==> config.mk <==
export PLATFORM = sky130hd
export DESIGN_NAME = csr_host_flat
export DESIGN_NICKNAME = d
export VERILOG_FILES = /design/src/rtl/csr_pkg.sv /design/src/rtl/csr_link_if.sv /design/src/rtl/csr_host.sv /design/src/flat_wrapper.sv
export SDC_FILE = /design/constraint.sdc
export NUM_CORES = 1
export LEC_CHECK = 0
export ABC_AREA = 1
export BUFFER_PORTS_ARGS = -buffer_cell sky130_fd_sc_hd__buf_2
export CORE_MARGIN = 10
export CORE_UTILIZATION = 35
export DETAILED_ROUTE_END_ITERATION = 12
export PLACE_DENSITY = 0.57
export SYNTH_ARGS = -nofsm -noshare
export SYNTH_HDL_FRONTEND = slang
export SYNTH_SLANG_ARGS = --single-unit
==> constraint.sdc <==
create_clock -name clk_sys -period 2.6 [get_ports clk_sys]
set_clock_uncertainty 0.15 [all_clocks]
set_input_delay 0.52 -clock clk_sys [delete_from_list [all_inputs] [get_ports clk_sys]]
set_output_delay 0.52 -clock clk_sys [all_outputs]
set_load 0.005 [all_outputs]
==> src/rtl/csr_pkg.sv <==
// Purpose: shared constants and state types for calibration save/restore and reset sequencing
// Assumes: one clock domain, clk_sys at 25 MHz
// Notes: counts are in clk_sys cycles
package csr_pkg;
    localparam int ADDR_W = 16;
    localparam int DATA_W = 9;
    localparam int SCRATCH_WORDS_DEF = 512;
    localparam int FIFO_DEPTH_DEF = 8;
    localparam int RST_SYNC_STAGES = 2;
    localparam int RST_ASSERT_DELAY = 3;
    localparam int UCLK_HOLD_CYCLES = 4;
    localparam int RESTORE_EN_WINDOW = 50;
    localparam int GATE_CAL_CYCLES = 40;
    localparam int CNT_W = ADDR_W + 1;

    typedef enum logic [3:0] {
        CAL_RESET,
        CAL_BOOT_WAIT,
        CAL_FULL,
        CAL_WAIT_RESTORE,
        CAL_LOAD,
        CAL_GATE,
        CAL_DONE,
        CAL_SAVE_DRAIN,
        CAL_SAVED
    } csr_cal_state_type;

    typedef enum logic [3:0] {
        HST_RESET,
        HST_IDLE,
        HST_RESTORE_WR,
        HST_WR_WAIT,
        HST_RESTORE_HOLD,
        HST_SAVE_REQ,
        HST_SAVE_RD,
        HST_RD_WAIT,
        HST_FINISH
    } csr_host_state_type;

    function automatic logic [CNT_W-1:0] csr_inc(input logic [CNT_W-1:0] v);
        csr_inc = v + {{(CNT_W-1){1'b0}}, 1'b1};
    endfunction
endpackage

==> src/rtl/csr_link_if.sv <==
// Purpose: link between the controller end and the user fabric end
// Assumes: both ends on clk_sys
// Notes: scratch port carries one command at a time
`timescale 1ns/100ps
`default_nettype none
interface csr_link_if;
    logic user_side_reset;
    logic calib_done;
    logic save_req;
    logic save_ack;
    logic restore_en;
    logic restore_complete;
    logic scratch_select;
    logic scratch_rd_en;
    logic scratch_wr_en;
    logic [csr_pkg::ADDR_W-1:0] scratch_addr;
    logic [csr_pkg::DATA_W-1:0] scratch_wr_data;
    logic [csr_pkg::DATA_W-1:0] scratch_rd_data;
    logic scratch_rdy;

    modport dev (
        output user_side_reset, calib_done, save_ack, scratch_rd_data, scratch_rdy,
        input save_req, restore_en, restore_complete, scratch_select, scratch_rd_en,
        input scratch_wr_en, scratch_addr, scratch_wr_data
    );
    modport usr (
        input user_side_reset, calib_done, save_ack, scratch_rd_data, scratch_rdy,
        output save_req, restore_en, restore_complete, scratch_select, scratch_rd_en,
        output scratch_wr_en, scratch_addr, scratch_wr_data
    );
endinterface
`default_nettype wire

==> src/rtl/csr_host.sv <==
// Purpose: user fabric end: saves scratch RAM out through a FIFO and restores it on a restore boot
// Assumes: restore_boot_req is a pin; other user inputs are on clk_sys
// Notes: one scratch command outstanding at a time
`timescale 1ns/100ps
`default_nettype none
module csr_fifo #(
    parameter int WIDTH = csr_pkg::DATA_W,
    parameter int DEPTH = csr_pkg::FIFO_DEPTH_DEF
) (
    input wire logic clk_sys,
    input wire logic reset_n,
    input wire logic in_valid,
    output logic in_ready,
    input wire logic [WIDTH-1:0] in_data,
    output logic out_valid,
    input wire logic out_ready,
    output logic [WIDTH-1:0] out_data
);
    localparam int PW = $clog2(DEPTH);

    if (DEPTH < 2 || (1 << PW) != DEPTH) begin : g_bad_depth
        $error("DEPTH must be a power of two, at least 2");
    end

    logic [WIDTH-1:0] mem [DEPTH];
    logic [PW-1:0] wp_q, wp_d, rp_q, rp_d;
    logic [PW:0] cnt_q, cnt_d;
    logic push, pop;

    always_comb begin
        in_ready = (cnt_q != (PW+1)'(DEPTH));
        out_valid = (cnt_q != '0);
        out_data = mem[rp_q];
        push = in_valid && in_ready;
        pop = out_valid && out_ready;
        wp_d = push ? wp_q + PW'(1) : wp_q;
        rp_d = pop ? rp_q + PW'(1) : rp_q;
        cnt_d = cnt_q + (PW+1)'(push) - (PW+1)'(pop);
    end

    always_ff @(posedge clk_sys or negedge reset_n) begin
        if (!reset_n) begin
            wp_q <= '0;
            rp_q <= '0;
            cnt_q <= '0;
        end else begin
            wp_q <= wp_d;
            rp_q <= rp_d;
            cnt_q <= cnt_d;
        end
    end

    always_ff @(posedge clk_sys) begin
        if (push) begin
            mem[wp_q] <= in_data;
        end
    end
endmodule

module csr_host #(
    parameter int SCRATCH_WORDS = csr_pkg::SCRATCH_WORDS_DEF,
    parameter int FIFO_DEPTH = csr_pkg::FIFO_DEPTH_DEF
) (
    input wire logic clk_sys,
    input wire logic reset_n,
    csr_link_if.usr link,
    input wire logic restore_boot_req,
    input wire logic save_start,
    input wire logic ld_valid,
    input wire logic [csr_pkg::DATA_W-1:0] ld_data,
    output logic ld_ready,
    output logic st_valid,
    input wire logic st_ready,
    output logic [csr_pkg::DATA_W-1:0] st_data,
    output logic save_done,
    output logic restore_done
);
    import csr_pkg::*;

    if (SCRATCH_WORDS < 2 || SCRATCH_WORDS > (1 << ADDR_W)) begin : g_bad_words
        $error("SCRATCH_WORDS out of range");
    end

    localparam logic [ADDR_W-1:0] LAST_ADDR = ADDR_W'(SCRATCH_WORDS - 1);

    logic [1:0] boot_sync_q;
    always_ff @(posedge clk_sys or negedge reset_n) begin
        if (!reset_n) begin
            boot_sync_q <= 2'h0;
        end else begin
            boot_sync_q <= {boot_sync_q[0], restore_boot_req};
        end
    end

    logic fifo_in_ready;
    logic fifo_push;

    csr_host_state_type st_q, st_d;
    logic ren_q, ren_d, rcmp_q, rcmp_d, sreq_q, sreq_d;
    logic sel_q, sel_d, rd_q, rd_d, wr_q, wr_d;
    logic [ADDR_W-1:0] addr_q, addr_d;
    logic [DATA_W-1:0] wdat_q, wdat_d;
    logic ldr_q, ldr_d, sdone_q, sdone_d, rdone_q, rdone_d;

    always_comb begin
        st_d = st_q;
        ren_d = ren_q;
        rcmp_d = rcmp_q;
        sreq_d = sreq_q;
        sel_d = sel_q;
        rd_d = 1'b0;
        wr_d = 1'b0;
        addr_d = addr_q;
        wdat_d = wdat_q;
        sdone_d = sdone_q;
        rdone_d = rdone_q;
        fifo_push = 1'b0;
        case (st_q)
            HST_RESET: begin
                if (boot_sync_q[1]) begin
                    ren_d = 1'b1;
                    addr_d = '0;
                    st_d = HST_RESTORE_WR;
                end else begin
                    st_d = HST_IDLE;
                end
            end
            HST_IDLE: begin
                if (link.calib_done && save_start) begin
                    sreq_d = 1'b1;
                    st_d = HST_SAVE_REQ;
                end
            end
            HST_RESTORE_WR: begin
                if (ld_valid && ldr_q) begin
                    sel_d = 1'b1;
                    wr_d = 1'b1;
                    wdat_d = ld_data;
                    st_d = HST_WR_WAIT;
                end
            end
            HST_WR_WAIT: begin
                if (link.scratch_rdy) begin
                    if (addr_q == LAST_ADDR) begin
                        sel_d = 1'b0;
                        rcmp_d = 1'b1;
                        st_d = HST_RESTORE_HOLD;
                    end else begin
                        addr_d = addr_q + ADDR_W'(1);
                        st_d = HST_RESTORE_WR;
                    end
                end
            end
            HST_RESTORE_HOLD: begin
                if (link.calib_done) begin
                    ren_d = 1'b0;
                    rcmp_d = 1'b0;
                    rdone_d = 1'b1;
                    st_d = HST_IDLE;
                end
            end
            HST_SAVE_REQ: begin
                if (link.save_ack) begin
                    sel_d = 1'b1;
                    addr_d = '0;
                    st_d = HST_SAVE_RD;
                end
            end
            HST_SAVE_RD: begin
                // issue only with room, so the answer always fits
                if (fifo_in_ready) begin
                    rd_d = 1'b1;
                    st_d = HST_RD_WAIT;
                end
            end
            HST_RD_WAIT: begin
                if (link.scratch_rdy) begin
                    fifo_push = 1'b1;
                    if (addr_q == LAST_ADDR) begin
                        sel_d = 1'b0;
                        sdone_d = 1'b1;
                        st_d = HST_FINISH;
                    end else begin
                        addr_d = addr_q + ADDR_W'(1);
                        st_d = HST_SAVE_RD;
                    end
                end
            end
            HST_FINISH: begin
                st_d = HST_FINISH;
            end
            default: begin
                st_d = HST_RESET;
            end
        endcase
        ldr_d = (st_d == HST_RESTORE_WR) && !wr_d;
        if (link.user_side_reset) begin
            st_d = HST_RESET;
            ren_d = 1'b0;
            rcmp_d = 1'b0;
            sreq_d = 1'b0;
            sel_d = 1'b0;
            rd_d = 1'b0;
            wr_d = 1'b0;
            addr_d = '0;
            ldr_d = 1'b0;
            sdone_d = 1'b0;
            rdone_d = 1'b0;
            fifo_push = 1'b0;
        end
    end

    always_ff @(posedge clk_sys or negedge reset_n) begin
        if (!reset_n) begin
            st_q <= HST_RESET;
            ren_q <= 1'b0;
            rcmp_q <= 1'b0;
            sreq_q <= 1'b0;
            sel_q <= 1'b0;
            rd_q <= 1'b0;
            wr_q <= 1'b0;
            addr_q <= '0;
            wdat_q <= '0;
            ldr_q <= 1'b0;
            sdone_q <= 1'b0;
            rdone_q <= 1'b0;
        end else begin
            st_q <= st_d;
            ren_q <= ren_d;
            rcmp_q <= rcmp_d;
            sreq_q <= sreq_d;
            sel_q <= sel_d;
            rd_q <= rd_d;
            wr_q <= wr_d;
            addr_q <= addr_d;
            wdat_q <= wdat_d;
            ldr_q <= ldr_d;
            sdone_q <= sdone_d;
            rdone_q <= rdone_d;
        end
    end

    csr_fifo #(.WIDTH(DATA_W), .DEPTH(FIFO_DEPTH)) csr_fifo_inst (
        .clk_sys(clk_sys),
        .reset_n(reset_n),
        .in_valid(fifo_push),
        .in_ready(fifo_in_ready),
        .in_data(link.scratch_rd_data),
        .out_valid(st_valid),
        .out_ready(st_ready),
        .out_data(st_data)
    );

    assign link.restore_en = ren_q;
    assign link.restore_complete = rcmp_q;
    assign link.save_req = sreq_q;
    assign link.scratch_select = sel_q;
    assign link.scratch_rd_en = rd_q;
    assign link.scratch_wr_en = wr_q;
    assign link.scratch_addr = addr_q;
    assign link.scratch_wr_data = wdat_q;
    assign ld_ready = ldr_q;
    assign save_done = sdone_q;
    assign restore_done = rdone_q;
endmodule
`default_nettype wire

==> src/flat_wrapper.sv <==
// flat-port wrapper written by rule: the top's interface ports become plain ports
module csr_host_flat import csr_pkg::*;
#(
    parameter int SCRATCH_WORDS = csr_pkg::SCRATCH_WORDS_DEF,
    parameter int FIFO_DEPTH = csr_pkg::FIFO_DEPTH_DEF
)
  (clk_sys, reset_n, restore_boot_req, save_start, ld_valid, ld_data, ld_ready, st_valid, st_ready, st_data, save_done, restore_done, link_user_side_reset, link_calib_done, link_save_ack, link_scratch_rd_data, link_scratch_rdy, link_save_req, link_restore_en, link_restore_complete, link_scratch_select, link_scratch_rd_en, link_scratch_wr_en, link_scratch_addr, link_scratch_wr_data);
  csr_link_if link_i ();
  input wire logic clk_sys;
  input wire logic reset_n;
  input wire logic restore_boot_req;
  input wire logic save_start;
  input wire logic ld_valid;
  input wire logic [csr_pkg::DATA_W-1:0] ld_data;
  output logic ld_ready;
  output logic st_valid;
  input wire logic st_ready;
  output logic [csr_pkg::DATA_W-1:0] st_data;
  output logic save_done;
  output logic restore_done;
  input wire logic [$bits(link_i.user_side_reset)-1:0] link_user_side_reset;
  input wire logic [$bits(link_i.calib_done)-1:0] link_calib_done;
  input wire logic [$bits(link_i.save_ack)-1:0] link_save_ack;
  input wire logic [$bits(link_i.scratch_rd_data)-1:0] link_scratch_rd_data;
  input wire logic [$bits(link_i.scratch_rdy)-1:0] link_scratch_rdy;
  output wire logic [$bits(link_i.save_req)-1:0] link_save_req;
  output wire logic [$bits(link_i.restore_en)-1:0] link_restore_en;
  output wire logic [$bits(link_i.restore_complete)-1:0] link_restore_complete;
  output wire logic [$bits(link_i.scratch_select)-1:0] link_scratch_select;
  output wire logic [$bits(link_i.scratch_rd_en)-1:0] link_scratch_rd_en;
  output wire logic [$bits(link_i.scratch_wr_en)-1:0] link_scratch_wr_en;
  output wire logic [$bits(link_i.scratch_addr)-1:0] link_scratch_addr;
  output wire logic [$bits(link_i.scratch_wr_data)-1:0] link_scratch_wr_data;
  assign link_i.user_side_reset = link_user_side_reset;
  assign link_i.calib_done = link_calib_done;
  assign link_i.save_ack = link_save_ack;
  assign link_i.scratch_rd_data = link_scratch_rd_data;
  assign link_i.scratch_rdy = link_scratch_rdy;
  assign link_save_req = link_i.save_req;
  assign link_restore_en = link_i.restore_en;
  assign link_restore_complete = link_i.restore_complete;
  assign link_scratch_select = link_i.scratch_select;
  assign link_scratch_rd_en = link_i.scratch_rd_en;
  assign link_scratch_wr_en = link_i.scratch_wr_en;
  assign link_scratch_addr = link_i.scratch_addr;
  assign link_scratch_wr_data = link_i.scratch_wr_data;
  csr_host #(.SCRATCH_WORDS(SCRATCH_WORDS), .FIFO_DEPTH(FIFO_DEPTH)) u_core (.clk_sys(clk_sys), .reset_n(reset_n), .link(link_i), .restore_boot_req(restore_boot_req), .save_start(save_start), .ld_valid(ld_valid), .ld_data(ld_data), .ld_ready(ld_ready), .st_valid(st_valid), .st_ready(st_ready), .st_data(st_data), .save_done(save_done), .restore_done(restore_done));
endmodule
==> flow_summary.yaml <==
worst_setup_path:
  crit_end: "st_data[4]"
  ff2ff_path_depth: 11
  worstPathArrival_ns: 1.80
  critPathKind: "flip-flop to output port"
  critPathMaxFanout: 12
  end_kind: "output port"
  required_ns: 1.93
  startpoint_type: "flip-flop"
  rr_startpoint: "u_core.csr_fifo_inst.cnt_q[2]$_DFF_PN0_"
  r2r_end: "u_core.csr_fifo_inst.cnt_q[2]$_DFF_PN0_"
  reg2reg_slack_ns: 0.31
  setup.worst_path.start: "u_core.csr_fifo_inst.rp_q[0]$_DFFE_PN0P_"
clock_tree:
  clk_pin_slew_ns: 0.06
  htree_levels: 4
  cts_buffers: 17
  tritoncts: "yes"
  clk_latency_ns: 0.42
  clock-sinks: 122
  root_buffer: "clkbuf_16"
  cts_max_path_buffers: 2
synth:
  syn_nets: 628
  synth-seq-cells: 122
  synth_warnings: 0
  synth_cell_types: 36
  syn_avg_cell_area_um2: 9.64
  syn_inst: 590
  synth-seq-area-share_pct: 60.0
  mappedNetlistArea_um2: 5690
sta:
  slew-limit-headroom_pct: 61.4
  hold_violations: 0
  max_freq_ghz: 0.405
  tns_ns: 0
  worst_pin_slew_ns: 0.579
  fin_ws_ns: 0.133
  holdWs_ns: 0.0592
  drv_slew: 0
  post-route-period-util_pct: 94.9
  setup-violations-final: 0
  rsz0062_at_grt: "false"
  min_period_ns: 2.47
placement:
  portBuffers: 71
  routabilityCongestion: 0.881
  post-place-ws_ns: 0.305
  hpwlAfterDp_mm: 9.58
final_layout:
  antennaDiodeCount: 0
  final_net_count: 720
  syn2layout_area_growth_pct: 23.9
  drive_gt1_share_pct: 22.7
  final_common_cell: "nand2_1"
  layout_common_cells: "145 x nand2_1, 92 x nor2_1, 72 x edfxtp_1, 71 x buf_2, 49 x dfrtp_1"
worst_hold_path:
  hold_path.class: "input port to flip-flop"
route:
  wire_per_inst_um: 15.3
  wl_mm: 13.9
  first_pass_iters: 5
  dr_total_vias: 4476
  ant_nets: 0
  drt_iter0_drc: 237
  vias_per_cell: 4.91
  drt_drc_violations_left: 0
power_and_ir_drop:
  pwr-share-clk_pct: 36.0
  pwr-share-seq_pct: 36.1
  peakVddDrop_mv: 0.547
  netSwitchingFraction_pct: 31.1
  switching_power_mw: 1.98
  p_per_area_nw_per_um2: 902
  intPower_mw: 4.38
  p_comb_share_pct: 27.9
  power.leakage_nw: 3.06
floorplanning:
  die-width_um: 147
  core_area_um2: 15900
  num_io_pins: 72
  die_h_um: 147
  fp.dieArea_um2: 21700
  start_util_pct: 35.8
  std_cell_rows: 46
global_routing:
  grt_pass1_wl_mm: 22.8
  overflow: 0
  first_global_vias: 4479
  grt_start_max_net_pins: 37
  antenna_found_initial: 0
  grt_use_total_pct: 13.1
run_status:
  status: "finished, final reports clean"
flow_run:
  cap_violations: 0
## power by group through the flow
stage / Sequential (mW) / Clock [mW] / Combinational (mW)
3_5_place_dp: 2.34 / 0 / 1.70
5_1_grt: 2.31 / 2.44 / 2.01
6_report: 2.29 / 2.29 / 1.77
3_3_place_gp: 2.33 / 0 / 1.67
4_1_cts: 2.30 / 2.35 / 1.71
2_1_floorplan: 2.30 / 0 / 1.08
## cells in the mapped netlist (all sizes together)
| cell type | number | area (µm²) |
|---|---|---|
| nand2 | 152 | 593 |
| nor2 | 99 | 404 |
| edfxtp | 72 | 2160 |
| dfrtp | 50 | 1250 |
| inv | 48 | 180 |
| o21ai | 40 | 234 |
| nand3 | 21 | 110 |
| nand4 | 19 | 119 |
| o32ai | 18 | 158 |
| buf | 16 | 88.8 |
| a21oi | 11 | 55.1 |
| nor3 | 11 | 55.1 |
| ha | 9 | 113 |
| clkbuf | 8 | 31.3 |
| xor2 | 4 | 35.0 |
| o21bai | 3 | 22.5 |
| clkinv | 2 | 7.51 |
| xnor2 | 2 | 17.5 |
| fa | 1 | 20.0 |
| nor3b | 1 | 7.51 |
| o211ai | 1 | 7.51 |
| o21a | 1 | 7.51 |
| or2 | 1 | 6.26 |
## worst min-delay path by stage
stage | from | to | slack (ns) | depth (start not counted)
global route | restore_boot_req | u_core.boot_sync_q[0]$_DFF_PN0_ | 0.04 | 1
finish | restore_boot_req | u_core.boot_sync_q[0]$_DFF_PN0_ | 0.06 | 1
floorplan | reset_n | u_core.boot_sync_q[0]$_DFF_PN0_ | 0.07 | 0
CTS | restore_boot_req | u_core.boot_sync_q[0]$_DFF_PN0_ | 0.04 | 1
global placement | u_core.boot_sync_q[0]$_DFF_PN0_ | u_core.boot_sync_q[1]$_DFF_PN0_ | 0.18 | 0
detailed placement | u_core.boot_sync_q[0]$_DFF_PN0_ | u_core.boot_sync_q[1]$_DFF_PN0_ | 0.19 | 0
## sequential cells by signal (all words and copies together), names as in the netlist
signal	count
u_core.csr_fifo_inst.mem	72
u_core.link.scratch_addr	16
u_core.link.scratch_wr_data	9
u_core.csr_fifo_inst.cnt_q	4
u_core.st_q	4
u_core.csr_fifo_inst.rp_q	3
u_core.csr_fifo_inst.wp_q	3
u_core.boot_sync_q	2
u_core.ld_ready	1
u_core.link.restore_complete	1
u_core.link.restore_en	1
u_core.link.save_req	1
u_core.link.scratch_rd_en	1
u_core.link.scratch_select	1
u_core.link.scratch_wr_en	1
u_core.restore_done	1
u_core.save_done	1
## layout make-up
class                   count  area [µm²]
multi-input cells         394        1990
fillers                  1568        8840
repair buffers             97         604
inverters                  50         188
well taps                 216         270
clock buffers              21         460
flip-flops and latches    122        3410
clock inverters            11         121
## what timing repair did
item | CTS | global route
gates resized for setup | 1 | 4
endpoints found under the setup margin | 2 | 6
hold buffers | 1 | 0
endpoints found under the hold margin | 20 | 0
buffers inserted | 0 | 3
## through the flow
step                      instances  area (µm²)  utilization [%]  total power [mW]
after floorplan                 590        5690                -              3.38
after global placement          875        6410             40.3              4.00
after detailed placement        875        6410             40.3              4.04
after CTS                       908        7000             44.1              6.37
after global routing            911        7050             44.4              6.76
final                           911        7050             44.4              6.36
## routing by layer
metal / up-vias / wire length [µm] / track usage [%]
li1: 2177 / - / -
met1: 2155 / 6210 / 16.0
met2: 124 / 6670 / 21.1
met3: 20 / 825 / 4.79
met4: 0 / 201 / 4.56
met5: - / 0 / 0
## critical path, cell delays in order (launching register included)
cell and delay (ns):
dfrtp_2 0.47, inv_2 0.10, buf_4 0.18, nor2_1 0.06
o32ai_1 0.26, nand2_1 0.09, nand2_1 0.09, buf_2 0.14
## cell families after synthesis
group	after synthesis	synth area share, %
AND/OR/NAND/NOR	304	22.8
buffers and inverters	74	5.41
AO/OA/AOI/OAI	74	8.52
XOR/XNOR	6	0.924
flip-flops	122	60.0
adder cells (fa/ha/maj)	10	2.33
Power figures use the tool's default switching activity.
